$ cat config.mk
export PLATFORM = sky130hd
export DESIGN_NAME = fps_sequencer
export DESIGN_NICKNAME = d
export VERILOG_FILES = /design/src/hw/fps_pkg.sv /design/src/hw/fps_sequencer.sv
export SDC_FILE = /design/constraint.sdc
export NUM_CORES = 1
export LEC_CHECK = 0
export BUFFER_PORTS_ARGS = -buffer_cell sky130_fd_sc_hd__buf_2
export CAP_MARGIN = 15
export CELL_PAD_IN_SITES_DETAIL_PLACEMENT = 0
export CELL_PAD_IN_SITES_GLOBAL_PLACEMENT = 1
export CORE_UTILIZATION = 37
export CTS_CLUSTER_DIAMETER = 50
export DETAILED_ROUTE_END_ITERATION = 10
export PLACE_DENSITY_LB_ADDON = 0.1
export SYNTH_ARGS = -nofsm -noshare
export SYNTH_HDL_FRONTEND = slang
export SYNTH_SLANG_ARGS = --single-unit
$ cat constraint.sdc
create_clock -name I_CLK -period 1.9 [get_ports I_CLK]
set_input_delay 0.19 -clock I_CLK [delete_from_list [all_inputs] [get_ports I_CLK]]
set_output_delay 0.19 -clock I_CLK [all_outputs]
set_load 0.05 [all_outputs]
$ cat src/hw/fps_pkg.sv
// Shared constants and types for the flash program/erase sequencer
package fps_pkg;

  // Command codes on the 8-bit bus data
  localparam logic [7:0] CMD_READ_ARRAY    = 8'hFF;
  localparam logic [7:0] CMD_READ_STATUS   = 8'h70;
  localparam logic [7:0] CMD_CLEAR_STATUS  = 8'h50;
  localparam logic [7:0] CMD_PROGRAM       = 8'h40;
  localparam logic [7:0] CMD_ERASE         = 8'h20;
  localparam logic [7:0] CMD_ERASE_CONFIRM = 8'hD0;

  // Status byte field positions; every other bit reads as zero
  localparam int unsigned STATUS_READY_BIT        = 7;
  localparam int unsigned STATUS_ERASE_FAIL_BIT   = 5;
  localparam int unsigned STATUS_PROGRAM_FAIL_BIT = 4;

  // Reset values
  localparam logic       RESET_READY       = 1'b1;
  localparam logic       RESET_FAIL        = 1'b0;
  localparam logic       RESET_STATUS_MODE = 1'b0;
  localparam logic [7:0] RESET_RDATA       = 8'h00;

  // Default address map of the user flash area
  localparam int unsigned DEF_ADDR_W      = 16;
  localparam int unsigned DEF_LOW_BASE    = 16'h2400;
  localparam int unsigned DEF_LOW_LAST    = 16'h27FF;
  localparam int unsigned DEF_HIGH_BASE   = 16'h2800;
  localparam int unsigned DEF_HIGH_LAST   = 16'h2BFF;
  localparam int unsigned DEF_OTHER_BASE  = 16'hC000;
  localparam int unsigned DEF_OTHER_LAST  = 16'hFFFF;

  // Which block an address falls in
  typedef enum logic [1:0] {
    BLK_LOW   = 2'h0,
    BLK_HIGH  = 2'h1,
    BLK_OTHER = 2'h2,
    BLK_NONE  = 2'h3
  } fps_block_type;

  // Command sequencer states, one-hot
  typedef enum logic [4:0] {
    ST_IDLE       = 5'h01,
    ST_WAIT_PROG  = 5'h02,
    ST_WAIT_ERASE = 5'h04,
    ST_BUSY_PROG  = 5'h08,
    ST_BUSY_ERASE = 5'h10
  } fps_state_type;

endpackage

$ cat src/hw/fps_sequencer.sv
// Flash program/erase command sequencer with status byte and block protection
`timescale 1ns/1ps
`default_nettype none

module fps_sequencer #(
  parameter int unsigned ADDR_W     = fps_pkg::DEF_ADDR_W,
  parameter int unsigned LOW_BASE   = fps_pkg::DEF_LOW_BASE,
  parameter int unsigned LOW_LAST   = fps_pkg::DEF_LOW_LAST,
  parameter int unsigned HIGH_BASE  = fps_pkg::DEF_HIGH_BASE,
  parameter int unsigned HIGH_LAST  = fps_pkg::DEF_HIGH_LAST,
  parameter int unsigned OTHER_BASE = fps_pkg::DEF_OTHER_BASE,
  parameter int unsigned OTHER_LAST = fps_pkg::DEF_OTHER_LAST
) (
  input  wire logic              I_CLK,
  input  wire logic              I_RESET_N,
  input  wire logic              I_BUS_WR,
  input  wire logic              I_BUS_RD,
  input  wire logic [ADDR_W-1:0] I_BUS_ADDR,
  input  wire logic [7:0]        I_BUS_WDATA,
  output logic      [7:0]        O_BUS_RDATA,
  output logic                   O_BUS_RVALID,
  input  wire logic              I_GLOBAL_REWRITE_ENABLE,
  input  wire logic              I_LOW_BLOCK_WRITE_LOCK,
  input  wire logic              I_HIGH_BLOCK_WRITE_LOCK,
  input  wire logic              I_REWRITE_MODE_ONE,
  output logic                   O_ARRAY_PROGRAM,
  output logic                   O_ARRAY_ERASE,
  output logic      [ADDR_W-1:0] O_ARRAY_ADDR,
  output logic      [7:0]        O_ARRAY_WDATA,
  input  wire logic              I_ARRAY_DONE,
  input  wire logic              I_ARRAY_FAIL,
  input  wire logic [7:0]        I_ARRAY_RDATA,
  output logic                   O_SEQUENCER_READY_FLAG,
  output logic                   O_PROGRAM_FAIL_FLAG,
  output logic                   O_ERASE_FAIL_FLAG,
  output logic                   O_STATUS_READ_MODE
);
  import fps_pkg::*;

  // Maps an address onto the block that holds it
  function automatic fps_block_type block_of(input logic [ADDR_W-1:0] addr);
    fps_block_type blk;
    blk = BLK_NONE;
    if (addr >= ADDR_W'(LOW_BASE) && addr <= ADDR_W'(LOW_LAST)) begin
      blk = BLK_LOW;
    end else if (addr >= ADDR_W'(HIGH_BASE) && addr <= ADDR_W'(HIGH_LAST)) begin
      blk = BLK_HIGH;
    end else if (addr >= ADDR_W'(OTHER_BASE) && addr <= ADDR_W'(OTHER_LAST)) begin
      blk = BLK_OTHER;
    end
    return blk;
  endfunction

  fps_state_type     state;
  fps_state_type     next_state;
  logic              ready;
  logic              next_ready;
  logic              program_fail;
  logic              next_program_fail;
  logic              erase_fail;
  logic              next_erase_fail;
  logic              status_mode;
  logic              next_status_mode;
  logic [ADDR_W-1:0] cmd_addr;
  logic              start_prog;
  logic              start_erase;
  logic              seq_error;

  // Decode of the current bus write and address
  wire fps_block_type wr_blk      = block_of(I_BUS_ADDR);
  wire fps_block_type rd_blk      = block_of(I_BUS_ADDR);
  wire logic          is_ff       = (I_BUS_WDATA == CMD_READ_ARRAY);
  wire logic          any_fail    = program_fail | erase_fail;
  wire logic          low_locked  = !I_GLOBAL_REWRITE_ENABLE | I_LOW_BLOCK_WRITE_LOCK;
  wire logic          high_locked = I_HIGH_BLOCK_WRITE_LOCK;
  wire logic          addr_same   = (I_BUS_ADDR == cmd_addr);

  // Target block refused by its lock bit, or for the low block also by the rewrite enable
  wire logic blk_locked = ((wr_blk == BLK_LOW) && low_locked) ||
                          ((wr_blk == BLK_HIGH) && high_locked);

  // Status byte: only ready and the two fail bits carry information
  wire logic [7:0] status_byte = {ready, 1'b0, erase_fail, program_fail, 4'h0};

  // Reads of user flash return status while in status-read mode
  wire logic rd_status = status_mode && (rd_blk != BLK_NONE);

  // Command sequencing. Writes during a running operation are ignored,
  // so a clear can never meet a completion in the same cycle.
  always_comb begin
    next_state        = state;
    next_ready        = ready;
    next_program_fail = program_fail;
    next_erase_fail   = erase_fail;
    next_status_mode  = status_mode;
    start_prog        = 1'b0;
    start_erase       = 1'b0;
    seq_error         = 1'b0;
    case (state)
      ST_IDLE: begin
        if (I_BUS_WR) begin
          if (is_ff) begin
            next_status_mode = 1'b0;
          end else if (I_BUS_WDATA == CMD_READ_STATUS) begin
            next_status_mode = 1'b1;
          end else if (I_BUS_WDATA == CMD_CLEAR_STATUS) begin
            next_program_fail = 1'b0;
            next_erase_fail   = 1'b0;
          end else if (I_BUS_WDATA == CMD_PROGRAM) begin
            next_state = ST_WAIT_PROG;
          end else if (I_BUS_WDATA == CMD_ERASE) begin
            next_state = ST_WAIT_ERASE;
          end else begin
            seq_error = 1'b1;
          end
        end
      end
      ST_WAIT_PROG: begin
        if (I_BUS_WR) begin
          next_state = ST_IDLE;
          if (is_ff) begin
            next_status_mode = 1'b0;
          end else if (any_fail) begin
            next_state = ST_IDLE;
          end else if (!addr_same || wr_blk == BLK_NONE || blk_locked) begin
            seq_error = 1'b1;
          end else begin
            start_prog = 1'b1;
          end
        end
      end
      ST_WAIT_ERASE: begin
        if (I_BUS_WR) begin
          next_state = ST_IDLE;
          if (is_ff) begin
            next_status_mode = 1'b0;
          end else if (I_BUS_WDATA != CMD_ERASE_CONFIRM) begin
            seq_error = 1'b1;
          end else if (any_fail) begin
            next_state = ST_IDLE;
          end else if (wr_blk == BLK_NONE || blk_locked) begin
            seq_error = 1'b1;
          end else begin
            start_erase = 1'b1;
          end
        end
      end
      ST_BUSY_PROG: begin
        if (I_ARRAY_DONE) begin
          next_state = ST_IDLE;
          next_ready = 1'b1;
          if (I_ARRAY_FAIL) begin
            next_program_fail = 1'b1;
          end
        end
      end
      ST_BUSY_ERASE: begin
        if (I_ARRAY_DONE) begin
          next_state = ST_IDLE;
          next_ready = 1'b1;
          if (I_ARRAY_FAIL) begin
            next_erase_fail = 1'b1;
          end
        end
      end
      default: begin
        next_state = ST_IDLE;
      end
    endcase
    // Both fail bits together flag a malformed or refused sequence
    if (seq_error) begin
      next_program_fail = 1'b1;
      next_erase_fail   = 1'b1;
    end
    // Launch: busy at once, auto status in mode zero
    if (start_prog || start_erase) begin
      next_state = start_prog ? ST_BUSY_PROG : ST_BUSY_ERASE;
      next_ready = 1'b0;
      if (!I_REWRITE_MODE_ONE) begin
        next_status_mode = 1'b1;
      end
    end
  end

  // Sequencer state and status flags
  always_ff @(posedge I_CLK or negedge I_RESET_N) begin
    if (!I_RESET_N) begin
      state        <= ST_IDLE;
      ready        <= RESET_READY;
      program_fail <= RESET_FAIL;
      erase_fail   <= RESET_FAIL;
      status_mode  <= RESET_STATUS_MODE;
    end else begin
      state        <= next_state;
      ready        <= next_ready;
      program_fail <= next_program_fail;
      erase_fail   <= next_erase_fail;
      status_mode  <= next_status_mode;
    end
  end

  // First-cycle address kept so the second cycle can be checked
  always_ff @(posedge I_CLK or negedge I_RESET_N) begin
    if (!I_RESET_N) begin
      cmd_addr <= '0;
    end else if (state == ST_IDLE && I_BUS_WR) begin
      cmd_addr <= I_BUS_ADDR;
    end
  end

  // Array launch strobes; address and data held for the whole operation
  always_ff @(posedge I_CLK or negedge I_RESET_N) begin
    if (!I_RESET_N) begin
      O_ARRAY_PROGRAM <= 1'b0;
      O_ARRAY_ERASE   <= 1'b0;
      O_ARRAY_ADDR    <= '0;
      O_ARRAY_WDATA   <= 8'h00;
    end else begin
      O_ARRAY_PROGRAM <= start_prog;
      O_ARRAY_ERASE   <= start_erase;
      if (start_prog || start_erase) begin
        O_ARRAY_ADDR  <= I_BUS_ADDR;
        O_ARRAY_WDATA <= I_BUS_WDATA;
      end
    end
  end

  // Read path, one cycle latency; array data is combinational from I_BUS_ADDR
  always_ff @(posedge I_CLK or negedge I_RESET_N) begin
    if (!I_RESET_N) begin
      O_BUS_RDATA  <= RESET_RDATA;
      O_BUS_RVALID <= 1'b0;
    end else begin
      O_BUS_RVALID <= I_BUS_RD;
      if (I_BUS_RD) begin
        O_BUS_RDATA <= rd_status ? status_byte : I_ARRAY_RDATA;
      end
    end
  end

  // Flag outputs mirror the status flops
  always_ff @(posedge I_CLK or negedge I_RESET_N) begin
    if (!I_RESET_N) begin
      O_SEQUENCER_READY_FLAG <= RESET_READY;
      O_PROGRAM_FAIL_FLAG    <= RESET_FAIL;
      O_ERASE_FAIL_FLAG      <= RESET_FAIL;
      O_STATUS_READ_MODE     <= RESET_STATUS_MODE;
    end else begin
      O_SEQUENCER_READY_FLAG <= next_ready;
      O_PROGRAM_FAIL_FLAG    <= next_program_fail;
      O_ERASE_FAIL_FLAG      <= next_erase_fail;
      O_STATUS_READ_MODE     <= next_status_mode;
    end
  end

endmodule

`default_nettype wire

After elaboration in Yosys (flattened, before gate mapping)
Index checks and enable logic that the tools add are counted.
{"block": "totals", "reg_bits": 60, "latch_bits": 0, "ramBits": 0, "rom_bits": 0, "in_bits": 42, "elab_cells": 138, "mem_count": 0}
{"block": "classes", "n_addsub": 0, "multipliers": 0, "n_div": 0, "n_lt_le_gt_ge": 6, "n_eq_ne": 30, "n_shift": 0, "muxes": 63, "n_bitwise": 2, "reduce_logical": 25}
{"op": "$mux 5", "n": 10}
{"op": "$mux 1", "n": 45}
{"op": "$ne 3x3->1 const B", "n": 12}
{"op": "$ge 16x14->1 const B", "n": 2}
{"op": "$le 16x14->1 const B", "n": 2}
{"op": "$eq 8x7->1 const B", "n": 3}
{"op": "$reduce_and 7->1", "n": 3}
{"op": "$eq 16x16->1", "n": 1}
{"op": "$ge 16x16->1 const B", "n": 1}
{"op": "$le 16x16->1 const B", "n": 1}
{"op": "$pmux 5 s3", "n": 1}
{"op": "$eq 8x6->1 const B", "n": 1}
{"op": "$eq 8x8->1 const B", "n": 1}
{"op": "$mux 8", "n": 1}
{"op": "$ne 8x8->1 const B", "n": 1}
{"op": "$logic_and 1x1->1", "n": 7}
{"op": "$ne 3x1->1 const B", "n": 2}
{"op": "$pmux 1 s2", "n": 3}
{"op": "$reduce_bool 3->1", "n": 2}
{"op": "$eq 5x1->1 const B", "n": 1}
{"op": "$eq 5x2->1 const B", "n": 1}
{"op": "$eq 5x3->1 const B", "n": 1}
{"op": "$eq 5x4->1 const B", "n": 1}
{"op": "$eq 5x5->1 const B", "n": 1}
{"op": "13 further kinds", "n": 22}

Depth between registers and ports, before layout
{"block": "logic_depth", "depth_word": 18, "mapped_depth": 8, "ltp_nobuf": 6}

Worst setup path before layout
OpenSTA, ideal clock, no wires.
{"block": "synth_timing", "kind": "reg-to-reg", "startpoint": "reg O_PROGRAM_FAIL_FLAG (netlist name)", "endpoint": "reg O_ARRAY_ADDR[0]", "setup_ns": 0.125, "t_arrival_ns": 1.989, "t_required_ns": 1.775, "setup_slack_ns": -0.214, "stages_incl_launch_ff": 8, "path_cell_list": "dfrtp_1 -> nor2_1 -> nand4b_1 -> nor3_1 -> nand2_1 -> a22o_4 -> buf_6 -> mux2_4"}
{"element": "end signal: assignment", "line_no": "fps_sequencer.sv:216", "source": "O_ARRAY_ADDR <= '0;"}
{"element": "end signal: assignment", "line_no": "fps_sequencer.sv:222", "source": "O_ARRAY_ADDR <= I_BUS_ADDR;"}
{"element": "end: declaration", "line_no": "fps_sequencer.sv:28", "source": "output logic [ADDR_W-1:0] O_ARRAY_ADDR,"}

Worst setup path after layout
{"block": "layout_timing", "startpoint": "reg cmd_addr[12]", "endpoint": "reg O_ARRAY_ADDR[10]"}
{"block": "layout_via", "elab_chain_cells": 10}
{"element": "start: declaration", "line_no": "fps_sequencer.sv:64", "source": "logic [ADDR_W-1:0] cmd_addr;"}
{"element": "start signal: assignment", "line_no": "fps_sequencer.sv:205", "source": "cmd_addr <= '0;"}
{"element": "start signal: assignment", "line_no": "fps_sequencer.sv:207", "source": "cmd_addr <= I_BUS_ADDR;"}
{"element": "$eq 16x16->1", "line_no": "fps_sequencer.sv:76", "source": "wire logic addr_same = (I_BUS_ADDR == cmd_addr);"}
{"element": "$logic_not 1->1", "line_no": "fps_sequencer.sv:125", "source": "end else if (!addr_same || wr_blk == BLK_NONE || blk_locked) begin"}
{"element": "$logic_or 1x1->1 (2 in series)", "line_no": "fps_sequencer.sv:125"}
{"element": "$mux 1", "line_no": "fps_sequencer.sv:125"}
{"element": "$mux 1", "line_no": "fps_sequencer.sv:123", "source": "end else if (any_fail) begin"}
{"element": "$mux 1", "line_no": "fps_sequencer.sv:121", "source": "if (is_ff) begin"}
{"element": "$mux 1", "line_no": "fps_sequencer.sv:119", "source": "if (I_BUS_WR) begin"}
{"element": "$mux 1", "line_no": "fps_sequencer.sv:99", "source": "case (state)"}
{"element": "$logic_or 1x1->1", "line_no": "fps_sequencer.sv:221", "source": "if (start_prog || start_erase) begin"}
Every way passes these cells.
A chain may end at the register's enable or synchronous reset.

==> out/results.ini <==
[routing]
wl_met2_microns=3210
drc_errors=0
top_layer=met4
met3_length_microns=305
viasPerCell=4.87
drt_iter0_markers=79
wl_per_cell_microns=15.4
vias=2283
drt.antenna.violating_nets=0
wl_met1_microns=3650
first_pass_iters=4
wl_microns=7230

[clock_network]
cts.sinks=60
root_buffer=clkbuf_8
h-tree-depth=3
clkTransAtPathRegs_ns=0.07
cts_buffer_depth=2
cts-buffers-inserted=9
tritoncts=done
clkLatencyLatePin_ns=0.33

[placed_design]
gp_congestion=0.745
place_inst=446
hpwl_microns=4940
portBuffers=80

[timing]
finalHoldViolCount=0
rsz0062_at_grt=yes
drv_slew=0
setup_tns_ns=-2.55
skew_ns=0.00864
fmax_mhz=490
setup_viol=22
fin_crit_sh_pct=107
slew_headroom_pct=47.3
worstMarginPinSlew_ns=0.785
holdWs_ns=0.0948
fin_crit_ns=2.04
setup_ws_ns=-0.141

[synthesis]
synth_flop_cell=dfrtp_1
yosysTopAreaCell=dfrtp_1
yosysUniqueCellTypes=43
ys_seq_area_share_pct=52.1
synthCells=239
syn-num-nets=281
yosys-top-cells-area=dfrtp_1 (50%), mux2_4 (8.8%), mux2_2 (8.6%)
synth-async-reset-ratio_pct=100
synth-seq-cells=60
avgSynthCellArea_sq_um=12.1
synth_edf_count=0
syn_area_sq_mm=0.00289
synth_warnings=0
synth_top_area_share_pct=50.3

[cells_and_area]
diodes=0
mostFrequentLayoutCells=buf_2 (80), dfrtp_1 (56), buf_4 (37), mux2_2 (21), mux2_4 (18)
fin_cells=469
layout_commonest_cell=buf_2
nFillCells=676
nNetsFinal=407
utilization_pct=54.6
layout-drive-gt1-share_pct=54.1
syn2layout_area_growth_pct=40.0

[worst_setup_path]
critical_path.max_stage_delay_ns=0.39
arrival_ns=2.25
crit_start=cmd_addr[12]
reg2regPathDepth=6
crit_path_cell_trace=xnor2_1, nand4_1, nor4_4, nand2_2, a22o_4, mux2_4
crit_fanout=6
critPathBufInv=0
start_kind=flop
crit_path_end=O_ARRAY_ADDR[10]
setup.worst_path.class=flop to flop
timing.rr.end=O_ARRAY_ADDR[10]
critical_path_required_ns=2.11
end_kind=flop
reg2reg_from=cmd_addr[12]
r2r_slack_ns=-0.14
cp_slowest_cell=dfrtp_1
cpLargestDelayFamily=simple AND/OR/NAND/NOR gates
path_depth=6

[grt]
antenna_found_initial=0
grt_util_all_layers_pct=19.3
grt_pass1_wl_microns=12100
grt_max_degree=28
grt_overflow_total=0
grt_pass1_vias=2372

[power]
p_leak_nw=2.06
peakVddDrop_v=0.000358
power_density_mw_per_mm2=939
power_mw=3.80

[floorplan]
rows=31
start_util_pct=39.0
die_h_microns=90.3
die_width_microns=90.3
ios=81
coreArea_sq_mm=0.00741
dieArea_sq_mm=0.00816

[run]
cap_viol_max_count=0

[status]
violations=setup timing
outcome=complete, but fails checks

[hold_path]
min-delay-path-class=primary input to flop
hold_start=I_ARRAY_RDATA[6]

where the power goes:
group          switching [mW]  internal, mW  total, mW
combinational           0.447         0.504      0.951
sequential              0.148          1.49       1.64
clock                   0.526         0.680       1.21
total                    1.12          2.67       3.80
cells in the mapped netlist (3+ instances only):
library cell  instances
o22ai_1               5
mux2_2               22
a21o_1                4
nand3_1               3
nor4b_1               3
o21ai_0               7
mux2_4               17
dfrtp_1              58
inv_1                 9
nor4_1                3
and3_1                3
a21oi_1               7
nand2_1              16
nand4_1               7
xnor2_1              17
a31oi_1               7
mux2i_1               3
clkbuf_1              6
nor2_1               10
area by class of cell:
cell class                 instances  area [sq um]  area share, %
multi-input combinational        163          1430           35.3
clock inverter                     5          58.8           1.46
inverter                           9          33.8          0.836
sequential                        60          1510           37.3
tap                               99           124           3.07
timing repair buffer             122           742           18.4
clock buffer                      11           151           3.75
tightest hold or removal path, cell delays in order:
cell and delay, ns:
buf_2 0.09, nand2_1 0.04, o22ai_1 0.06
worst min-delay path by stage:
stage                 endpoint  slack (ns)  depth (start not counted)
2_1_floorplan  O_ARRAY_ADDR[0]       -0.11                          0
3_5_place_dp   O_ARRAY_ADDR[8]        0.26                          1
5_1_grt         O_BUS_RDATA[1]        0.08                          3
6_report        O_BUS_RDATA[6]        0.09                          3
4_1_cts         O_BUS_RDATA[6]        0.07                          3
3_3_place_gp   O_ARRAY_ADDR[8]        0.24                          1
metrics by stage:
stage | worst slack, ns | area [sq um]
2_1_floorplan | 0.00346 | 2910
3_3_place_gp | -0.168 | 3680
3_5_place_dp | -0.219 | 3680
4_1_cts | -0.101 | 3970
5_1_grt | -0.252 | 4040
6_report | -0.141 | 4040
kinds of logic (layout without fill, tap and decap cells):
| kind of cell | after synthesis | after routing | synth area share (%) |
|---|---|---|---|
| AO/OA/AOI/OAI | 40 | 43 | 9.23 |
| buffers and inverters | 19 | 147 | 3.03 |
| AND/OR/NAND/NOR | 59 | 59 | 11.4 |
| flip-flops | 60 | 60 | 52.1 |
| multiplexers | 42 | 42 | 18.5 |
| XOR/XNOR | 19 | 19 | 5.77 |
state kept, by name, summed over array words and instances, names as in the netlist:
name	flops
O_ARRAY_ADDR	16
O_ARRAY_ERASE	1
O_ARRAY_PROGRAM	1
O_ARRAY_WDATA	8
O_BUS_RDATA	8
O_BUS_RVALID	1
O_ERASE_FAIL_FLAG	1
O_PROGRAM_FAIL_FLAG	1
O_SEQUENCER_READY_FLAG	1
O_STATUS_READ_MODE	1
cmd_addr	16
state	5
layer usage:
layer	vias up	global-route usage, %
met1	1092	27.3
met4	0	7.66
li1	1123	-
met2	62	29.0
met5	-	0
met3	6	3.70
timing repair:
item	in CTS	in global routing
cloned	2	1
buffers inserted	2	1
pin swaps	5	7
setup endpoints to repair	25	32
endpoints found under the hold margin	22	0
gates resized for setup	9	17
hold buffers	1	0
(Power assumes the default switching activity.)
